--- src/hw/spi_defs.vh ---
// Register map, field positions, reset values and divider constants of the SPI FIFO controller.
// Assumes inclusion by bare name from the design files; holds definitions only.
`ifndef SPI_DEFS_VH
`define SPI_DEFS_VH

// ----------------------------------------------------------------
// Register addresses
// ----------------------------------------------------------------
`define REG_CFG       8'ha1
`define REG_MODE      8'ha2
`define REG_STAT      8'ha3
`define REG_DATA      8'ha4
`define REG_IRQ       8'ha5
`define REG_MASK      8'ha6

// ----------------------------------------------------------------
// Configuration register fields
// ----------------------------------------------------------------
`define CFG_RESET     8'h20
`define CFG_IE        7
`define CFG_EN        6
`define CFG_MST       5
`define CFG_CPOL      4
`define CFG_CPHA      3
`define CFG_SCKE      2
`define CFG_DFLT      1
`define CFG_SFLT      0

// ----------------------------------------------------------------
// Mode control register fields
// ----------------------------------------------------------------
`define MODE_RESET    8'h00
`define MODE_WMASK    8'hcf
`define MODE_THR_HI   7
`define MODE_THR_LO   6
`define MODE_FLUSH    5
`define MODE_RATE_HI  3
`define MODE_RATE_LO  1
`define MODE_DIR      0

// ----------------------------------------------------------------
// Status register and interrupt register fields
// ----------------------------------------------------------------
`define STAT_RESET    8'h00
`define STAT_DONE     7
`define STAT_RX_OVERRUN_FLAG     6
`define STAT_TX_OVERRUN_FLAG     5
`define STAT_TX_UNDERRUN_FLAG     4
`define STAT_RX_FIFO_FULL    3
`define STAT_RX_FIFO_EMPTY    2
`define STAT_TX_FIFO_FULL    1
`define STAT_TX_FIFO_EMPTY    0
`define IRQ_RESET     4'h0
`define IRQ_DONE      0
`define IRQ_RX_OVERRUN_FLAG      1
`define IRQ_TX_OVERRUN_FLAG      2
`define IRQ_TX_UNDERRUN_FLAG      3

// ----------------------------------------------------------------
// Serial clock half periods in system clocks, and byte framing
// ----------------------------------------------------------------
`define HALF_DIV4     8'h02
`define HALF_DIV6     8'h03
`define HALF_DIV8     8'h04
`define HALF_DIV16    8'h08
`define HALF_DIV32    8'h10
`define HALF_DIV64    8'h20
`define HALF_DIV128   8'h40
`define HALF_DIV256   8'h80
`define LAST_EDGE     4'hf
`define LAST_BIT      3'h7
`define IDLE_BYTE     8'hff
`define PINS_IDLE     4'h8
`define FIFO_DEPTH    4

`endif

--- src/hw/byte_fifo.v ---
// Small synchronous FIFO holding bytes between the register port and the shifter.
// Assumes one clock; push while full and pop while empty are ignored inside the FIFO itself.
`timescale 1ns/100ps
`default_nettype none

module byte_fifo #(
  parameter WIDTH = 8,
  parameter DEPTH = 4,
  parameter AW    = 2
) (
  input  wire             clk,
  input  wire             rst_n,
  input  wire             clr,
  input  wire             push,
  input  wire [WIDTH-1:0] wdata,
  input  wire             pop,
  output wire [WIDTH-1:0] rdata,
  output wire             full,
  output wire             empty
);

  reg [WIDTH-1:0] mem [0:DEPTH-1];
  reg [AW-1:0]    wp_reg;
  reg [AW-1:0]    rp_reg;
  reg [AW:0]      cnt_reg;

  wire do_push = push & ~full;
  wire do_pop  = pop & ~empty;

  assign rdata = mem[rp_reg];
  assign full  = (cnt_reg == DEPTH[AW:0]);
  assign empty = (cnt_reg == {(AW+1){1'b0}});

  always @(posedge clk) begin
    if (do_push) begin
      mem[wp_reg] <= wdata;
    end
  end

  // Flush wins over a simultaneous push or pop so software sees a clean empty FIFO.
  always @(posedge clk or negedge rst_n) begin
    if (!rst_n) begin
      wp_reg  <= {AW{1'b0}};
      rp_reg  <= {AW{1'b0}};
      cnt_reg <= {(AW+1){1'b0}};
    end else if (clr) begin
      wp_reg  <= {AW{1'b0}};
      rp_reg  <= {AW{1'b0}};
      cnt_reg <= {(AW+1){1'b0}};
    end else begin
      if (do_push) begin
        wp_reg <= (wp_reg == DEPTH[AW-1:0] - 1'b1) ? {AW{1'b0}} : wp_reg + 1'b1;
      end
      if (do_pop) begin
        rp_reg <= (rp_reg == DEPTH[AW-1:0] - 1'b1) ? {AW{1'b0}} : rp_reg + 1'b1;
      end
      if (do_push && !do_pop) begin
        cnt_reg <= cnt_reg + 1'b1;
      end else if (do_pop && !do_push) begin
        cnt_reg <= cnt_reg - 1'b1;
      end
    end
  end

endmodule // byte_fifo

`default_nettype wire

--- src/hw/spi_fifo_controller.v ---
// SPI master/slave controller with byte FIFOs, rate divider and flag/interrupt logic.
// Assumes a single 125 MHz clock; all pin inputs arrive asynchronously and are synchronised here.
`timescale 1ns/100ps
`default_nettype none
`include "spi_defs.vh"

module spi_fifo_controller #(
  parameter DEPTH = `FIFO_DEPTH
) (
  input  wire       clk,
  input  wire       rst_n,
  input  wire [7:0] addr,
  input  wire [7:0] wdata,
  input  wire       wr,
  input  wire       rd,
  output reg  [7:0] rdata,
  output wire       irq,
  input  wire       sck_in,
  output wire       sck_out,
  output wire       sck_oe,
  input  wire       mosi_in,
  output wire       mosi_out,
  output wire       mosi_oe,
  input  wire       miso_in,
  output wire       miso_out,
  output wire       miso_oe,
  input  wire       ss_n_in,
  output wire       ss_n_out,
  output wire       ss_n_oe
);

  // ----------------------------------------------------------------
  // Decoding helpers
  // ----------------------------------------------------------------
  function [7:0] rate_half;
    input [2:0] code;
    begin
      case (code)
        3'h0: rate_half = `HALF_DIV4;
        3'h1: rate_half = `HALF_DIV6;
        3'h2: rate_half = `HALF_DIV8;
        3'h3: rate_half = `HALF_DIV16;
        3'h4: rate_half = `HALF_DIV32;
        3'h5: rate_half = `HALF_DIV64;
        3'h6: rate_half = `HALF_DIV128;
        default: rate_half = `HALF_DIV256;
      endcase
    end
  endfunction

  function [7:0] shift_in;
    input [7:0] sh;
    input       b;
    input       msb;
    begin
      shift_in = msb ? {sh[6:0], b} : {b, sh[7:1]};
    end
  endfunction

  function head_bit;
    input [7:0] sh;
    input       msb;
    begin
      head_bit = msb ? sh[7] : sh[0];
    end
  endfunction

  localparam ST_IDLE  = 2'h0;
  localparam ST_MRUN  = 2'h1;
  localparam ST_SLAVE = 2'h2;
  localparam [3:0] PIN_IDLE = `PINS_IDLE;

  // ----------------------------------------------------------------
  // Registers
  // ----------------------------------------------------------------
  reg  [7:0] cfg_reg;
  reg  [7:0] mode_reg;
  reg        done_reg;
  reg        rx_overrun_flag_reg;
  reg        tx_overrun_flag_reg;
  reg        tx_underrun_flag_reg;
  reg  [3:0] irq_stat_reg;
  reg  [3:0] irq_mask_reg;
  reg  [1:0] st_reg;
  reg  [7:0] div_reg;
  reg  [3:0] edge_reg;
  reg  [2:0] bit_reg;
  reg  [1:0] thr_cnt_reg;
  reg  [7:0] tx_sh_reg;
  reg  [7:0] rx_sh_reg;
  reg        out_reg;
  reg        phase_reg;
  reg        ss_reg;
  reg        sck_prev_reg;
  reg  [3:0] sync1_reg;
  reg  [3:0] sync2_reg;
  reg  [3:0] hist_reg;
  reg  [3:0] filt_reg;

  wire       en     = cfg_reg[`CFG_EN];
  wire       master = cfg_reg[`CFG_MST];
  wire       cpol   = cfg_reg[`CFG_CPOL];
  wire       cpha   = cfg_reg[`CFG_CPHA];
  wire       msb    = mode_reg[`MODE_DIR];
  wire [1:0] thr    = {mode_reg[`MODE_THR_HI], mode_reg[`MODE_THR_LO]};
  wire [7:0] half   = rate_half(mode_reg[`MODE_RATE_HI:`MODE_RATE_LO]);

  wire wr_cfg  = wr && (addr == `REG_CFG);
  wire wr_mode = wr && (addr == `REG_MODE);
  wire wr_stat = wr && (addr == `REG_STAT);
  wire wr_data = wr && (addr == `REG_DATA);
  wire wr_mask = wr && (addr == `REG_MASK);
  wire rd_data = rd && (addr == `REG_DATA);
  wire rd_irq  = rd && (addr == `REG_IRQ);

  // ----------------------------------------------------------------
  // FIFOs
  // ----------------------------------------------------------------
  wire [7:0] tx_head;
  wire [7:0] rx_head;
  wire       tx_full;
  wire       tx_empty;
  wire       rx_full;
  wire       rx_empty;
  wire       flush = wr_mode && wdata[`MODE_FLUSH];
  wire       load;
  wire       done;
  wire [7:0] rx_byte;

  byte_fifo #(
    .WIDTH (8),
    .DEPTH (DEPTH)
  ) u_tx_fifo (
    .clk   (clk),
    .rst_n (rst_n),
    .clr   (flush),
    .push  (wr_data),
    .wdata (wdata),
    .pop   (load),
    .rdata (tx_head),
    .full  (tx_full),
    .empty (tx_empty)
  );

  byte_fifo #(
    .WIDTH (8),
    .DEPTH (DEPTH)
  ) u_rx_fifo (
    .clk   (clk),
    .rst_n (rst_n),
    .clr   (flush),
    .push  (done),
    .wdata (rx_byte),
    .pop   (rd_data),
    .rdata (rx_head),
    .full  (rx_full),
    .empty (rx_empty)
  );

  // ----------------------------------------------------------------
  // Pin synchronisers and optional glitch filters
  // ----------------------------------------------------------------
  // Bit order: 0 clock, 1 slave data in, 2 master data in, 3 select.
  wire [3:0] pins_in  = {ss_n_in, miso_in, mosi_in, sck_in};
  wire [3:0] filt_on  = {cfg_reg[`CFG_SFLT], {3{cfg_reg[`CFG_DFLT]}}};

  always @(posedge clk or negedge rst_n) begin
    if (!rst_n) begin
      sync1_reg <= `PINS_IDLE;
      sync2_reg <= `PINS_IDLE;
    end else begin
      sync1_reg <= pins_in;
      sync2_reg <= sync1_reg;
    end
  end

  // The filter costs one cycle of latency; a level must hold two samples to pass.
  genvar gi;
  generate
    for (gi = 0; gi < 4; gi = gi + 1) begin : g_filt
      always @(posedge clk or negedge rst_n) begin
        if (!rst_n) begin
          hist_reg[gi] <= PIN_IDLE[gi];
          filt_reg[gi] <= PIN_IDLE[gi];
        end else begin
          hist_reg[gi] <= sync2_reg[gi];
          if (!filt_on[gi] || hist_reg[gi] == sync2_reg[gi]) begin
            filt_reg[gi] <= sync2_reg[gi];
          end
        end
      end
    end
  endgenerate

  wire s_sck  = filt_reg[0];
  wire s_mosi = filt_reg[1];
  wire s_miso = filt_reg[2];
  wire s_ss   = filt_reg[3];

  // ----------------------------------------------------------------
  // Shift engine
  // ----------------------------------------------------------------
  wire tick     = (st_reg == ST_MRUN) && (div_reg == half - 8'h01);
  wire sck_chg  = (st_reg == ST_SLAVE) && !s_ss && (s_sck != sck_prev_reg);
  wire lead     = master ? ~edge_reg[0] : (s_sck != cpol);
  wire edge_ev  = master ? tick : sck_chg;
  wire shift_ev = edge_ev && (lead == cpha);
  wire samp_ev  = edge_ev && ((master && cfg_reg[`CFG_SCKE]) ? (lead == cpha) : (lead != cpha));
  wire rx_in    = master ? s_miso : s_mosi;
  wire [7:0] rx_new = shift_in(rx_sh_reg, rx_in, msb);
  wire m_start  = en && master && (st_reg == ST_IDLE) && !tx_empty;
  wire s_start  = en && !master && (st_reg == ST_IDLE) && !s_ss;
  wire m_done   = tick && (edge_reg == `LAST_EDGE);
  wire s_done   = (st_reg == ST_SLAVE) && samp_ev && (bit_reg == `LAST_BIT);
  wire m_more   = m_done && !tx_empty;

  assign done    = en && (m_done || s_done);
  assign rx_byte = samp_ev ? rx_new : rx_sh_reg;
  assign load    = m_start || s_start || m_more || (s_done && en);

  wire [7:0] load_byte = tx_empty ? `IDLE_BYTE : tx_head;
  wire       underrun  = load && tx_empty;
  wire       rx_ovr    = done && rx_full;
  wire       tx_ovr    = wr_data && tx_full;
  wire       thr_hit   = done && (thr_cnt_reg == thr);

  always @(posedge clk or negedge rst_n) begin
    if (!rst_n) begin
      st_reg       <= ST_IDLE;
      div_reg      <= 8'h00;
      edge_reg     <= 4'h0;
      bit_reg      <= 3'h0;
      tx_sh_reg    <= 8'h00;
      rx_sh_reg    <= 8'h00;
      out_reg      <= 1'b0;
      phase_reg    <= 1'b0;
      ss_reg       <= 1'b1;
      sck_prev_reg <= 1'b0;
      thr_cnt_reg  <= 2'h0;
    end else begin
      sck_prev_reg <= s_sck;
      if (!en) begin
        st_reg    <= ST_IDLE;
        ss_reg    <= 1'b1;
        phase_reg <= 1'b0;
      end else begin
        if (st_reg == ST_MRUN) begin
          div_reg <= tick ? 8'h00 : div_reg + 8'h01;
        end
        if (tick) begin
          edge_reg  <= edge_reg + 4'h1;
          phase_reg <= ~phase_reg;
        end
        if (samp_ev) begin
          rx_sh_reg <= rx_new;
          bit_reg   <= bit_reg + 3'h1;
        end
        if (load) begin
          if (cpha) begin
            tx_sh_reg <= load_byte;
          end else begin
            out_reg   <= head_bit(load_byte, msb);
            tx_sh_reg <= shift_in(load_byte, 1'b0, msb);
          end
        end else if (shift_ev) begin
          out_reg   <= head_bit(tx_sh_reg, msb);
          tx_sh_reg <= shift_in(tx_sh_reg, 1'b0, msb);
        end
        case (st_reg)
          ST_IDLE: begin
            bit_reg <= 3'h0;
            if (m_start) begin
              st_reg    <= ST_MRUN;
              ss_reg    <= 1'b0;
              div_reg   <= 8'h00;
              edge_reg  <= 4'h0;
              phase_reg <= 1'b0;
            end else if (s_start) begin
              st_reg <= ST_SLAVE;
            end
          end
          ST_MRUN: begin
            if (m_done && !m_more) begin
              st_reg <= ST_IDLE;
              ss_reg <= 1'b1;
            end
          end
          ST_SLAVE: begin
            if (s_ss || master) begin
              st_reg <= ST_IDLE;
            end
          end
          default: begin
            st_reg <= ST_IDLE;
          end
        endcase
      end
      if (flush) begin
        thr_cnt_reg <= 2'h0;
      end else if (done) begin
        thr_cnt_reg <= thr_hit ? 2'h0 : thr_cnt_reg + 2'h1;
      end
    end
  end

  // ----------------------------------------------------------------
  // Register file and flags
  // ----------------------------------------------------------------
  // A flag event in the same cycle as a software clear keeps the flag set.
  always @(posedge clk or negedge rst_n) begin
    if (!rst_n) begin
      cfg_reg      <= `CFG_RESET;
      mode_reg     <= `MODE_RESET;
      done_reg     <= 1'b0;
      rx_overrun_flag_reg     <= 1'b0;
      tx_overrun_flag_reg     <= 1'b0;
      tx_underrun_flag_reg     <= 1'b0;
      irq_stat_reg <= `IRQ_RESET;
      irq_mask_reg <= `IRQ_RESET;
    end else begin
      if (wr_cfg) begin
        cfg_reg <= wdata;
      end
      if (wr_mode) begin
        mode_reg <= wdata & `MODE_WMASK;
      end
      if (wr_mask) begin
        irq_mask_reg <= wdata[3:0];
      end
      if (!en) begin
        done_reg <= 1'b0;
        rx_overrun_flag_reg <= 1'b0;
        tx_overrun_flag_reg <= 1'b0;
        tx_underrun_flag_reg <= 1'b0;
      end else begin
        done_reg <= thr_hit  | (done_reg & ~(wr_stat & ~wdata[`STAT_DONE]));
        rx_overrun_flag_reg <= rx_ovr   | (rx_overrun_flag_reg & ~(wr_stat & ~wdata[`STAT_RX_OVERRUN_FLAG]));
        tx_overrun_flag_reg <= tx_ovr   | (tx_overrun_flag_reg & ~(wr_stat & ~wdata[`STAT_TX_OVERRUN_FLAG]));
        tx_underrun_flag_reg <= underrun | (tx_underrun_flag_reg & ~(wr_stat & ~wdata[`STAT_TX_UNDERRUN_FLAG]));
      end
      irq_stat_reg <= {underrun, tx_ovr, rx_ovr, thr_hit} | (irq_stat_reg & {4{~rd_irq}});
    end
  end

  assign irq = cfg_reg[`CFG_IE] && |(irq_stat_reg & irq_mask_reg);

  // ----------------------------------------------------------------
  // Read port
  // ----------------------------------------------------------------
  always @(posedge clk or negedge rst_n) begin
    if (!rst_n) begin
      rdata <= 8'h00;
    end else if (rd) begin
      case (addr)
        `REG_CFG:  rdata <= cfg_reg;
        `REG_MODE: rdata <= mode_reg;
        `REG_STAT: rdata <= {done_reg, rx_overrun_flag_reg, tx_overrun_flag_reg, tx_underrun_flag_reg,
                             rx_full, rx_empty, tx_full, tx_empty};
        `REG_DATA: rdata <= rx_head;
        `REG_IRQ:  rdata <= {4'h0, irq_stat_reg};
        `REG_MASK: rdata <= {4'h0, irq_mask_reg};
        default:   rdata <= 8'h00;
      endcase
    end else begin
      rdata <= 8'h00;
    end
  end

  // ----------------------------------------------------------------
  // Pin drivers
  // ----------------------------------------------------------------
  assign sck_out  = cpol ^ phase_reg;
  assign sck_oe   = en && master;
  assign mosi_out = out_reg;
  assign mosi_oe  = en && master;
  assign miso_out = out_reg;
  assign miso_oe  = en && !master && !s_ss;
  assign ss_n_out = ss_reg;
  assign ss_n_oe  = en && master;

endmodule // spi_fifo_controller

`default_nettype wire

--- config.mk ---
export PLATFORM = sky130hd
export DESIGN_NAME = spi_fifo_controller
export DESIGN_NICKNAME = d
export VERILOG_FILES = /design/src/hw/byte_fifo.v /design/src/hw/spi_fifo_controller.v
export VERILOG_INCLUDE_DIRS = /design/src /design/src/hw
export SDC_FILE = /design/constraint.sdc
export NUM_CORES = 1
export LEC_CHECK = 0
export ABC_AREA = 1
export BUFFER_PORTS_ARGS = -buffer_cell sky130_fd_sc_hd__buf_2
export CORE_MARGIN = 1.5
export CORE_UTILIZATION = 30
export CTS_CLUSTER_SIZE = 40
export DETAILED_ROUTE_END_ITERATION = 12
export PLACE_DENSITY = 0.5
export SLEW_MARGIN = 20
export SYNTH_ARGS = -nofsm -noshare
export SYNTH_HDL_FRONTEND = slang
export SYNTH_SLANG_ARGS = --single-unit
--- constraint.sdc ---
create_clock -name clk -period 3.1 [get_ports clk]
set_input_delay 0.465 -clock clk [delete_from_list [all_inputs] [get_ports clk]]
set_output_delay 0.465 -clock clk [all_outputs]
set_load 0.02 [all_outputs]
==> metrics.csv <==
metric,value,unit
syn_area_per_cell,9.02,um2
synth_compound_area_share,12.8,%
dp_hpwl,14.5,mm
synth_cell_types,49,
num_rows,59,
grt_pass1_wl,33.2,mm
port_buffers,40,
cts_buffers,17,
drv_slew,0,
grt_pass1_vias,6089,
synth-edff-count,64,
ys_seq_area_share,55.6,%
max_cap_violations,0,
stdcell_area,9450,um2
finalHoldViolations,0,
synth_simple_gate_area_share,20.6,%
synth.area.top_cells,"dfrtp_1 30%, edfxtp_1 24%, nand2_1 11%, o21ai_0 5.1%, inv_1 4.0%",
post-cts-setup-buffers,0,
grt_max_degree,74,
gr-total-overflow,0,
wl,20.0,mm
worstMarginPinSlew,0.803,ns
async_reset_ff_share,61.7,%
die_h,167,um
crit_path_end_kind,register,
antenna_found_initial,0,
initial_core_util,30.8,%
setup_viol,0,
worstPathArrival,3.18,ns
yosysTopAreaCell,dfrtp_1,
min_period_over_period,92.1,%
crit_path_start_kind,register,
wl_per_cell,15.3,um
synth_mux_area_share,0.139,%
final_cells,1310,
utilization,36.0,%
antenna_cells,0,
cts_buffer_depth,2,
nets,1003,
dr.pass1.iters,4,
synth_xor_area_share,1.47,%
skew,0.0119,ns
setup_tns,0,ns
vias,6164,
synth_fa_ha_area_share,2.81,%
synth_seq_cells,167,
syn_to_final_growth,16.6,%
vias_per_cell,4.71,
h-tree-depth,4,
drtIter0Drc,365,
r2r_setup_slack,0.24,ns
clk_pin_slew_worst_paths,0.07,ns
cts_root_buf,clkbuf_16,
most-common-layout-cells,"235 x nand2_1, 97 x dfrtp_1, 87 x inv_1",
ir_drop,0.242,mV
synthesis.area,8100,um2
required,3.42,ns
slew_headroom,45.8,%
place_congestion,0.846,
final_common_cell,nand2_1,
grtUsageTotal,15.2,%
core_area,26300,um2
synth_top_area_share,30.0,%
biggestRegsByFlops,"u_rx_fifo.mem: 32 flops, u_tx_fifo.mem: 32 flops",
ios,41,
dp.cells,1277,
outcome,"complete, no violations",
syn-instance-count,898,
p_per_area,579,nW/um2
clock_latency,0.43,ns
placed_cell_area,8830,um2
dieArea,28000,um2
yosysWarnings,0,
min_path_cells,1,
ys_dominant_reg_cell,dfrtp_1,
p_total,0.00547,W
hp-class,in -> reg,
fmax,0.350,GHz
fillCellCount,2706,
fin_crit,2.86,ns
cts_tree,yes,
p_leak,4.13,nW
clock-sinks,167,
rsz0062_at_grt,true,
synth_top_family_by_area,simple AND/OR/NAND/NOR gates,
drc_errors,0,
drive_gt1_share,14.6,%
critPathKind,reg -> reg,
crit_fanout,6,
dieWidth,167,um
r2r_cells,21,
postRouteAntennaNets,0,
synth_nets,939,
kinds of logic (layout without fill, tap and decap cells):
group | count (synthesis) | count (layout)
flops | 167 | 167
compound gates | 181 | 181
mux | 1 | 1
buf+inv | 130 | 207
fa+ha+maj | 17 | 17
xor+xnor | 12 | 12
simple gates | 390 | 390
report_power, final:
| group | leakage, nW | switching, W | internal (W) |
|---|---|---|---|
| Sequential | 1.96 | 0.0000888 | 0.00236 |
| Combinational | 1.89 | 0.000571 | 0.000284 |
| Clock | 0.280 | 0.000954 | 0.00121 |
| Total | 4.13 | 0.00161 | 0.00386 |
repair_timing:
item	4_1_cts	5_1_grt
hold buffers	1	0
setup endpoints to repair	0	10
hold endpoints to repair	28	0
resized for setup	0	3
per-layer routing:
layer  GRT usage [%]  part of all wire (%)
met2            24.1                    46
met1            21.3                    49
met3            2.62                   3.6
met4            4.58                   1.1
met5               0                     0
Yosys cell counts, types with 3 or more instances:
library cell	n
nand2_1	235
dfrtp_1	97
inv_1	87
o21ai_0	83
nor2_1	73
edfxtp_1	64
a21oi_1	40
nand3_1	33
ha_1	15
o21ai_1	14
clkbuf_1	13
nor3_1	12
o22ai_1	10
xor2_1	10
a221oi_1	9
nand4_1	9
nand2_2	8
buf_2	7
clkinv_1	7
inv_2	7
dfstp_2	6
a41oi_1	5
a221o_1	4
nor2_2	4
a31oi_1	3
buf_4	3
nand2_4	3
nor3_2	3
nor4_1	3
o211ai_1	3
o221ai_1	3
worst max-delay path: stages (launching register included):
cell and delay, ns:
dfrtp_1 0.40, nor2_4 0.15, nand2_2 0.07, ha_1 0.28
nand2_1 0.12, nand2_1 0.07, nand2_1 0.06, nand2_1 0.05
nand2_1 0.12, inv_2 0.04, nand4_1 0.09, nand2_2 0.09
nand3_4 0.11, nand2_4 0.08, nand3_1 0.12, inv_1 0.07
fa_1 0.40, xnor2_2 0.15, inv_1 0.06, nand4_1 0.08
nand2_1 0.09, o21ai_1 0.06
stage by stage:
step                      setup slack, ns  hold WS, ns
after floorplan                     0.384        0.169
after global placement              0.284        0.336
after detailed placement            0.161        0.337
after CTS                           0.202        0.107
after global routing              -0.0117        0.111
final                               0.244        0.133
final timing paths:
kind | start | end
min in group asynchronous | rst_n | sync1_reg[2]
hold reg to reg | sync1_reg[2] | sync2_reg[2]
hold / removal | ss_n_in | sync1_reg[3]
setup / recovery | mode_reg[3] | u_rx_fifo.cnt_reg[2]
setup reg to reg | mode_reg[3] | u_rx_fifo.cnt_reg[2]
max in group asynchronous | rst_n | cfg_reg[5]
final cells by class:
class / instances / area (um2) / area share, %
clock buffers: 19 / 433 / 4.58
inverters: 103 / 392 / 4.14
multi-input cells: 601 / 3080 / 32.6
clock inverters: 13 / 163 / 1.72
well taps: 335 / 419 / 4.43
repair buffers: 72 / 458 / 4.84
flip-flops and latches: 167 / 4510 / 47.7
(Power assumes the default switching activity.)
